--- config.mk ---
export PLATFORM = sky130hd
export DESIGN_NAME = pcs_socket
export DESIGN_NICKNAME = d
export VERILOG_FILES = /design/src/verilog/pcs_pkg.sv /design/src/verilog/pcs_socket.sv /design/src/verilog/pcs_stretch.sv
export SDC_FILE = /design/constraint.sdc
export NUM_CORES = 1
export LEC_CHECK = 0
export BUFFER_PORTS_ARGS = -buffer_cell sky130_fd_sc_hd__buf_4
export CORE_ASPECT_RATIO = 0.6
export CORE_MARGIN = 2
export CORE_UTILIZATION = 25
export DETAILED_ROUTE_END_ITERATION = 10
export GPL_ROUTABILITY_DRIVEN = 1
export GPL_TIMING_DRIVEN = 1
export PLACE_DENSITY_LB_ADDON = 0.2
export SLEW_MARGIN = 20
export SYNTH_ARGS = -nofsm -noshare
export SYNTH_HDL_FRONTEND = slang
export SYNTH_SLANG_ARGS = --single-unit
--- constraint.sdc ---
create_clock -name clk -period 2.9 [get_ports clk]
set_input_delay 0.145 -clock clk [delete_from_list [all_inputs] [get_ports clk]]
set_output_delay 0.145 -clock clk [all_outputs]
set_load 0.05 [all_outputs]
--- src/verilog/pcs_pkg.sv ---
// Package: constants and types for the 16-bit card socket control block
package pcs_pkg;
    // Cycle kinds requested by the host side
    typedef enum logic [2:0] {
        PCS_OP_MEM_RD,
        PCS_OP_MEM_WR,
        PCS_OP_ATTR_RD,
        PCS_OP_ATTR_WR,
        PCS_OP_IO_RD,
        PCS_OP_IO_WR,
        PCS_OP_DMA_TO_HOST,
        PCS_OP_DMA_TO_CARD
    } pcs_op_type;

    // Card voltage class from the two sense lines
    typedef enum logic [1:0] {
        PCS_VOLT_5V,
        PCS_VOLT_3V3,
        PCS_VOLT_LOW,
        PCS_VOLT_NONE
    } pcs_volt_type;

    localparam int STROBE_NS = 100;
    localparam int CLK_NS = 4;
    localparam logic [7:0] STROBE_CYC = 8'((STROBE_NS + CLK_NS - 1) / CLK_NS);
    localparam int RESET_NS = 10000;
    localparam logic [15:0] RESET_CYC = 16'((RESET_NS + CLK_NS - 1) / CLK_NS);
    localparam logic [1:0] SENSE_5V = 2'h3;
    localparam logic [1:0] SENSE_3V3 = 2'h2;
    localparam logic [1:0] SENSE_LOW = 2'h0;
endpackage

--- src/verilog/pcs_socket.sv ---
// Module: control-signal engine of one 16-bit card socket
// Contract
// - In DMA the read acknowledge line may carry the card's DMA request.
// - Controller asserts I/O read strobe for host I/O reads.
// - I/O read strobe serves as DMA write strobe, card to host memory.
// - Controller drives I/O write strobe low for host I/O writes.
// - I/O write strobe serves as DMA read strobe, host memory to card.
// - Controller drives output enable low for host memory reads.
// - Output enable signals terminal count in DMA writes, card to host memory.
// - Attribute select stays high for every common memory access.
// - Attribute select low picks attribute memory or I/O space.
// - Attribute select acts as DMA acknowledge together with the I/O strobes.
// - Controller provides a hard reset output to the card.
// - Both voltage sense lines together give the card's voltage.
// - Cycle does not complete while the card holds wait active.
// - Write enable strobes write data into memory cards.
// - Write enable signals terminal count in DMA reads, host memory to card.
`timescale 1ns/100ps
module pcs_socket
    import pcs_pkg::*;
#(
    parameter logic [7:0] STROBE_CYCLES = STROBE_CYC,
    parameter logic [15:0] RESET_CYCLES = RESET_CYC
) (
    input wire logic clk,
    input wire logic arst_n,
    input wire logic req_valid,
    input wire pcs_pkg::pcs_op_type req_op,
    input wire logic req_last,
    input wire logic io_mode,
    input wire logic dma_req_on_wp,
    input wire logic card_reset_req,
    output logic req_ready,
    output logic done_pulse,
    output logic io_acked,
    output logic wide_port,
    output logic write_protected,
    output logic card_ready,
    output logic card_irq,
    output logic dma_request,
    output pcs_pkg::pcs_volt_type card_volt,
    output logic oe_n,
    output logic we_n,
    output logic io_read_strobe_n,
    output logic io_write_strobe_n,
    output logic attr_sel_n,
    output logic card_reset,
    input wire logic wait_n,
    input wire logic ready_in,
    input wire logic wp_in,
    input wire logic io_read_ack_n,
    input wire logic volt_sense_a,
    input wire logic volt_sense_b
);
    import pcs_pkg::*;

    typedef enum logic [1:0] {ST_IDLE, ST_SETUP, ST_STROBE, ST_END} pcs_state_type;

    pcs_state_type state_q;
    pcs_op_type op_q;
    logic last_q;
    logic strobe_done;
    logic rst_done;
    logic rst_act_q;
    logic ack_seen_q;
    logic is_read;
    logic is_dma;

    assign is_dma = (op_q == PCS_OP_DMA_TO_HOST) || (op_q == PCS_OP_DMA_TO_CARD);
    assign is_read = (op_q == PCS_OP_MEM_RD) || (op_q == PCS_OP_ATTR_RD)
        || (op_q == PCS_OP_IO_RD);

    pcs_stretch #(.WIDTH(8)) u_strobe (
        .clk(clk),
        .arst_n(arst_n),
        .load(state_q == ST_SETUP),
        .count(STROBE_CYCLES),
        .hold(!wait_n),
        .done(strobe_done)
    );

    pcs_stretch #(.WIDTH(16)) u_reset (
        .clk(clk),
        .arst_n(arst_n),
        .load(card_reset_req && !rst_act_q),
        .count(RESET_CYCLES),
        .hold(1'b0),
        .done(rst_done)
    );

    // Cycle sequencer
    always_ff @(posedge clk or negedge arst_n) begin
        if (!arst_n) begin
            state_q <= ST_IDLE;
            op_q <= PCS_OP_MEM_RD;
            last_q <= 1'b0;
        end else begin
            unique case (state_q)
                ST_IDLE: begin
                    if (req_valid && !rst_act_q) begin
                        state_q <= ST_SETUP;
                        op_q <= req_op;
                        last_q <= req_last;
                    end
                end
                ST_SETUP: state_q <= ST_STROBE;
                ST_STROBE: begin
                    if (strobe_done) begin
                        state_q <= ST_END;
                    end
                end
                ST_END: state_q <= ST_IDLE;
            endcase
        end
    end

    // Strobe and select pins, idle high
    always_ff @(posedge clk or negedge arst_n) begin
        if (!arst_n) begin
            oe_n <= 1'b1;
            we_n <= 1'b1;
            io_read_strobe_n <= 1'b1;
            io_write_strobe_n <= 1'b1;
            attr_sel_n <= 1'b1;
        end else begin
            oe_n <= 1'b1;
            we_n <= 1'b1;
            io_read_strobe_n <= 1'b1;
            io_write_strobe_n <= 1'b1;
            attr_sel_n <= 1'b1;
            if (state_q == ST_SETUP || state_q == ST_STROBE) begin
                attr_sel_n <= !(op_q == PCS_OP_ATTR_RD || op_q == PCS_OP_ATTR_WR
                    || op_q == PCS_OP_IO_RD || op_q == PCS_OP_IO_WR || is_dma);
            end
            if (state_q == ST_STROBE && !strobe_done) begin
                unique case (op_q)
                    PCS_OP_MEM_RD, PCS_OP_ATTR_RD: oe_n <= 1'b0;
                    PCS_OP_MEM_WR, PCS_OP_ATTR_WR: we_n <= 1'b0;
                    PCS_OP_IO_RD: io_read_strobe_n <= 1'b0;
                    PCS_OP_IO_WR: io_write_strobe_n <= 1'b0;
                    PCS_OP_DMA_TO_HOST: begin
                        io_read_strobe_n <= 1'b0;
                        oe_n <= !last_q;
                    end
                    PCS_OP_DMA_TO_CARD: begin
                        io_write_strobe_n <= 1'b0;
                        we_n <= !last_q;
                    end
                endcase
            end
        end
    end

    // Completion handshake and read acknowledge capture
    always_ff @(posedge clk or negedge arst_n) begin
        if (!arst_n) begin
            req_ready <= 1'b0;
            done_pulse <= 1'b0;
            io_acked <= 1'b0;
            ack_seen_q <= 1'b0;
        end else begin
            req_ready <= state_q == ST_IDLE && !rst_act_q && !req_valid;
            done_pulse <= state_q == ST_END;
            if (state_q == ST_SETUP) begin
                ack_seen_q <= 1'b0;
            end else if (state_q == ST_STROBE && !io_read_ack_n && op_q == PCS_OP_IO_RD) begin
                ack_seen_q <= 1'b1;
            end
            if (state_q == ST_END) begin
                io_acked <= ack_seen_q && is_read;
            end
        end
    end

    // Card reset pulse
    always_ff @(posedge clk or negedge arst_n) begin
        if (!arst_n) begin
            rst_act_q <= 1'b0;
            card_reset <= 1'b0;
        end else begin
            if (card_reset_req && !rst_act_q) begin
                rst_act_q <= 1'b1;
                card_reset <= 1'b1;
            end else if (rst_done) begin
                rst_act_q <= 1'b0;
                card_reset <= 1'b0;
            end
        end
    end

    // Status inputs toward the host
    always_ff @(posedge clk or negedge arst_n) begin
        if (!arst_n) begin
            wide_port <= 1'b0;
            write_protected <= 1'b0;
            card_ready <= 1'b0;
            card_irq <= 1'b0;
            dma_request <= 1'b0;
            card_volt <= PCS_VOLT_NONE;
        end else begin
            write_protected <= !io_mode && wp_in;
            wide_port <= io_mode && !wp_in;
            card_ready <= !io_mode && ready_in;
            card_irq <= io_mode && !ready_in;
            dma_request <= dma_req_on_wp ? wp_in : !io_read_ack_n;
            unique case ({volt_sense_b, volt_sense_a})
                SENSE_5V: card_volt <= PCS_VOLT_5V;
                SENSE_3V3: card_volt <= PCS_VOLT_3V3;
                SENSE_LOW: card_volt <= PCS_VOLT_LOW;
                default: card_volt <= PCS_VOLT_NONE;
            endcase
        end
    end

    strobe_idle_a: assert property (@(posedge clk) disable iff (!arst_n)
        state_q == ST_IDLE |=> oe_n && we_n && io_read_strobe_n && io_write_strobe_n)
        else $error("strobe active while idle");
    attr_common_a: assert property (@(posedge clk) disable iff (!arst_n)
        (state_q == ST_STROBE && op_q == PCS_OP_MEM_RD) |=> attr_sel_n)
        else $error("attribute select low on common access");
    wait_hold_a: assert property (@(posedge clk) disable iff (!arst_n)
        (state_q == ST_STROBE && !wait_n) |=> state_q == ST_STROBE)
        else $error("cycle ended under wait");
    io_rd_strobe_a: assert property (@(posedge clk) disable iff (!arst_n)
        (state_q == ST_STROBE && op_q == PCS_OP_IO_RD && !strobe_done)
        |=> !io_read_strobe_n && !attr_sel_n)
        else $error("io read strobe missing");
    io_wr_strobe_a: assert property (@(posedge clk) disable iff (!arst_n)
        (state_q == ST_STROBE && op_q == PCS_OP_IO_WR && !strobe_done)
        |=> !io_write_strobe_n)
        else $error("io write strobe missing");
    mem_rd_oe_a: assert property (@(posedge clk) disable iff (!arst_n)
        (state_q == ST_STROBE && op_q == PCS_OP_MEM_RD && !strobe_done) |=> !oe_n)
        else $error("output enable missing");
    dma_host_a: assert property (@(posedge clk) disable iff (!arst_n)
        (state_q == ST_STROBE && op_q == PCS_OP_DMA_TO_HOST && !strobe_done)
        |=> !io_read_strobe_n && (oe_n == !last_q))
        else $error("dma to host strobes wrong");
    dma_card_a: assert property (@(posedge clk) disable iff (!arst_n)
        (state_q == ST_STROBE && op_q == PCS_OP_DMA_TO_CARD && !strobe_done)
        |=> !io_write_strobe_n && (we_n == !last_q) && !attr_sel_n)
        else $error("dma to card strobes wrong");
    reset_out_a: assert property (@(posedge clk) disable iff (!arst_n)
        (card_reset_req && !rst_act_q) |=> card_reset ##1 card_reset)
        else $error("card reset not driven");
    irq_map_a: assert property (@(posedge clk) disable iff (!arst_n)
        (io_mode && !ready_in) |=> card_irq && !card_ready)
        else $error("interrupt mapping wrong");

    io_read_c: cover property (@(posedge clk) state_q == ST_END && op_q == PCS_OP_IO_RD);
    wait_c: cover property (@(posedge clk) state_q == ST_STROBE && !wait_n);
    dma_last_c: cover property (@(posedge clk) state_q == ST_END && is_dma && last_q);
endmodule

--- src/verilog/pcs_stretch.sv ---
// Module: loadable down-counter that times a strobe or a reset pulse
`timescale 1ns/100ps
module pcs_stretch #(
    parameter int WIDTH = 8
) (
    input wire logic clk,
    input wire logic arst_n,
    input wire logic load,
    input wire logic [WIDTH-1:0] count,
    input wire logic hold,
    output logic done
);
    logic [WIDTH-1:0] cnt_q;

    always_ff @(posedge clk or negedge arst_n) begin
        if (!arst_n) begin
            cnt_q <= '0;
        end else if (load) begin
            cnt_q <= count;
        end else if (cnt_q > WIDTH'(1) || (cnt_q == WIDTH'(1) && !hold)) begin
            cnt_q <= cnt_q - WIDTH'(1);
        end
    end

    assign done = (cnt_q == WIDTH'(1)) && !hold;
endmodule
==> summary.txt <==
Layout
  • Sequential cell area: 0.00118 mm^2
  • Inserted Diodes: 0
  • Final #Nets: ~270
  • Area growth from synthesis to layout: 23.1%
  • Multi-input gate area in the final layout: around 1000 um^2
  • Ratio of cells with drive above 1 in the final layout: between 20% and 30%
  • Fill count: roughly 870

Detailed routing
  • WL final: about 4700 um
  • Vias: between 1500 and 2000
  • M1 wire length: roughly 2700 um
  • Met3 layer wire length in the routed design: 221 um
  • Residual DRC: 0
  • Detailed-route vias per instance: 4.53
  • Wirelength per Cell: 13.2 um
  • Routed wl met2: 1740 um
  • Starting DRT DRC Count: 66
  • Number of nets still failing antenna checks after routing: 0
  • Top Metal Used: met4
  • Pre-antenna DRT Iters: 4

Critical path
  • Beginning of the worst register-to-register path: u_reset.cnt_q[4]
  • RR Endpoint: u_reset.cnt_q[1]
  • Setup slack of the worst register-to-register path: 730 ps
  • Type of the worst setup path: reg -> reg
  • WP data arrival: 2350 ps
  • Endpoint required time on the critical path: between 3000 and 4000 ps
  • Worst setup EP type: flop
  • Reg2reg path depth: 4
  • Maximum net fanout on the critical path: 7
  • Crit start category: flop

Synth
  • Post-synth top area cell: sky130_fd_sc_hd__dfrtp_1
  • Gate count of the mapped netlist: 210
  • Average size of a mapped cell: 10.7 um^2
  • Net count after synthesis: 236
  • Sequential element share of the synthesized area: 52.6%
  • Synth area leaders: sky130_fd_sc_hd__dfrtp_1, sky130_fd_sc_hd__dfstp_2, sky130_fd_sc_hd__ha_1
  • Most frequently used flop master after synthesis: sky130_fd_sc_hd__dfrtp_1
  • Number of enable-type register cells in the synthesized netlist: 0
  • Async SR Flop Fraction: 100%
  • Warnings, synthesis: 0
  • Area share of the leading cell type in the synthesized netlist: around 44%
  • Number of library cell types mapped by synthesis: 44
  • Netlist area before placement: 0.00225 mm^2
  • Synth Register Bits: 47

Clock network
  • Deepest level of the CTS H-tree: 2
  • Hold_buf cts: 1
  • Root cell of the clock tree: sky130_fd_sc_hd__clkbuf_16
  • Clk Latency, worst-skew pair: about 290 ps
  • Number of buffers inserted during clock tree synthesis: 5
  • Post-CTS setup buffer count: 0
  • Count of instances resized after the clock tree is built: 0
  • Max Root-Sink Buffers: 2
  • Reg clk slew, reported paths: 70 ps
  • TritonCTS clock tree: yes
  • Clock sink count: 47

Flow run
  • Count of maximum capacitance violations: 0

STA
  • Post-route fraction of the period consumed by the critical path: between 70% and 80%
  • Top achievable clock speed: 0.460 GHz
  • Unrepaired setup endpoints after global routing: no
  • Headroom to the max-slew limit: 60.2%
  • Final setup skew: between 5 and 6 ps
  • Number of failing setup endpoints in the final timing report: 0
  • Slew at the pin closest to its max-slew limit: 597 ps
  • Number of max-slew violations in the final report: 0
  • Time the worst path needs with I/O delays and setup: 2170 ps
  • Final total negative setup slack: 0 ps
  • Worst hold margin: 7.59 ps
  • Count of final hold-check violations: 0

Global route
  • Antenna violations before repair: 0
  • Global-route usage over all layers: about a tenth
  • Global-route congestion overflow total: 0
  • Global-route wire length before repair: approximately 8000 um
  • Pin count of the biggest net entering global routing: 48
  • Vias in the first global route: 1508

Placed design
  • GPL Wtd Cong: 0.698
  • Detail Placement HPWL: ~3400 um
  • Number of port buffers: 31

Die
  • Die area: 0.00982 mm^2
  • Cell Rows: 26
  • Count of pins on the block boundary: 32
  • DIE HEIGHT: 77.6 um
  • Die span in x: 127 um
  • Initial Utilization: 26.2%
  • Core Area: ~0.0086 mm^2

Worst hold path
  • Number of instances on the worst hold path: 2
  • Startpoint of the lowest-slack hold path: ready_in
  • Hold/Removal Path Class: in -> reg
  • Hold path endpoint: card_irq

Outcome
  • Run status: completed

Power and ir drop
  • Peak supply drop: 0.000230 V
  • Overall power of the completed layout: 2.00 mW
  • Power density normalized to cell area: 719 mW/mm^2
  • Lkg Pwr: approximately 1.2 nW
[cells in the final DEF (no fill, tap or decap), types with 2 or more instances in the layout]
master	n
sky130_fd_sc_hd__nand4_1	3
sky130_fd_sc_hd__mux2i_1	2
sky130_fd_sc_hd__a211oi_1	3
sky130_fd_sc_hd__nor3_1	2
sky130_fd_sc_hd__nor2_1	25
sky130_fd_sc_hd__nand2_1	12
sky130_fd_sc_hd__inv_1	13
sky130_fd_sc_hd__dfrtp_1	40
sky130_fd_sc_hd__xnor2_1	7
sky130_fd_sc_hd__or4_1	5
sky130_fd_sc_hd__a31oi_1	3
sky130_fd_sc_hd__xor2_1	5
sky130_fd_sc_hd__nand3b_1	3
sky130_fd_sc_hd__o21ai_0	7
sky130_fd_sc_hd__buf_4	32
sky130_fd_sc_hd__ha_1	10
sky130_fd_sc_hd__dfstp_2	7
sky130_fd_sc_hd__or2_2	2
sky130_fd_sc_hd__a21oi_1	9
sky130_fd_sc_hd__nand3_1	3
sky130_fd_sc_hd__nor2b_1	7
sky130_fd_sc_hd__nor4_1	5
sky130_fd_sc_hd__or3_1	6
sky130_fd_sc_hd__clkbuf_16	5
sky130_fd_sc_hd__mux2_2	5
sky130_fd_sc_hd__nand2b_1	5
[per-layer routing]
layer	GRT usage [%]	vias to the layer above
met5	0	-
met4	3.63	0
met3	3.17	5
met2	12.5	33
met1	16.6	780
li1	-	804
[critical path: stages (launching register included)]
cell and delay (ps):
sky130_fd_sc_hd__dfrtp_1 410, sky130_fd_sc_hd__or4_4 550, sky130_fd_sc_hd__or3_1 510, sky130_fd_sc_hd__nor2_1 230, sky130_fd_sc_hd__mux2_2 360
[state kept, by name, indices dropped and copies added (netlist names), 2 cells and up]
name	flops
u_reset.cnt_q	16
u_strobe.cnt_q	8
op_q	3
card_volt	2
state_q	2
[stage by stage]
step	std cells	area, um^2	setup WS, ps	utilization [%]
2_1_floorplan	210	2250	870	-
6_report	358	2780	727	32.2
4_1_cts	358	2780	715	32.2
5_1_grt	358	2780	620	32.2
3_3_place_gp	349	2600	762	30.1
3_5_place_dp	349	2600	720	30.1
[where the power goes]
| group | internal (mW) | switching (mW) | total (mW) |
|---|---|---|---|
| combinational | 0.200 | 0.249 | 0.449 |
| clock | 0.407 | 0.261 | 0.668 |
| sequential | 0.766 | 0.112 | 0.878 |
[how the worst max path moves through the flow]
stage,start,to,slack (ps)
3_3_place_gp,u_reset.cnt_q[4],u_reset.cnt_q[1],760
2_1_floorplan,u_reset.cnt_q[6],u_reset.cnt_q[1],870
3_5_place_dp,u_reset.cnt_q[6],u_reset.cnt_q[1],720
5_1_grt,u_reset.cnt_q[0],u_reset.cnt_q[1],620
6_report,u_reset.cnt_q[4],u_reset.cnt_q[1],730
4_1_cts,u_reset.cnt_q[4],u_reset.cnt_q[1],720
[final cells by class]
| class | instances | area share, % |
|---|---|---|
| tap | 112 | 5.05 |
| multi-input combinational | 145 | 35.4 |
| clock buffer | 5 | 4.51 |
| sequential | 47 | 42.7 |
| inverter | 13 | 1.76 |
| timing repair buffer | 33 | 9.02 |
| clock inverter | 3 | 1.58 |
[cells by family after synthesis]
group / count (synthesis) / synth area share (%)
mux: 7 / 3.38
buf+inv: 18 / 3.88
fa+ha+maj: 10 / 5.55
flops: 47 / 52.6
compound gates: 30 / 8.38
simple gates: 86 / 21.6
xor+xnor: 12 / 4.66
[Yosys cell counts (all sizes together), types with 3 or more instances]
cell type  instances
a211oi             3
nand3              3
nor2              25
a21oi              9
buf                3
dfstp              7
o21ai              8
or3                6
xor2               5
ha                10
nor4               6
xnor2              7
dfrtp             40
inv               13
nand2b             5
a31oi              3
nand4              3
or4                6
mux2               5
nand3b             3
nand2             12
nor2b              7
(Power assumes the default switching activity.)
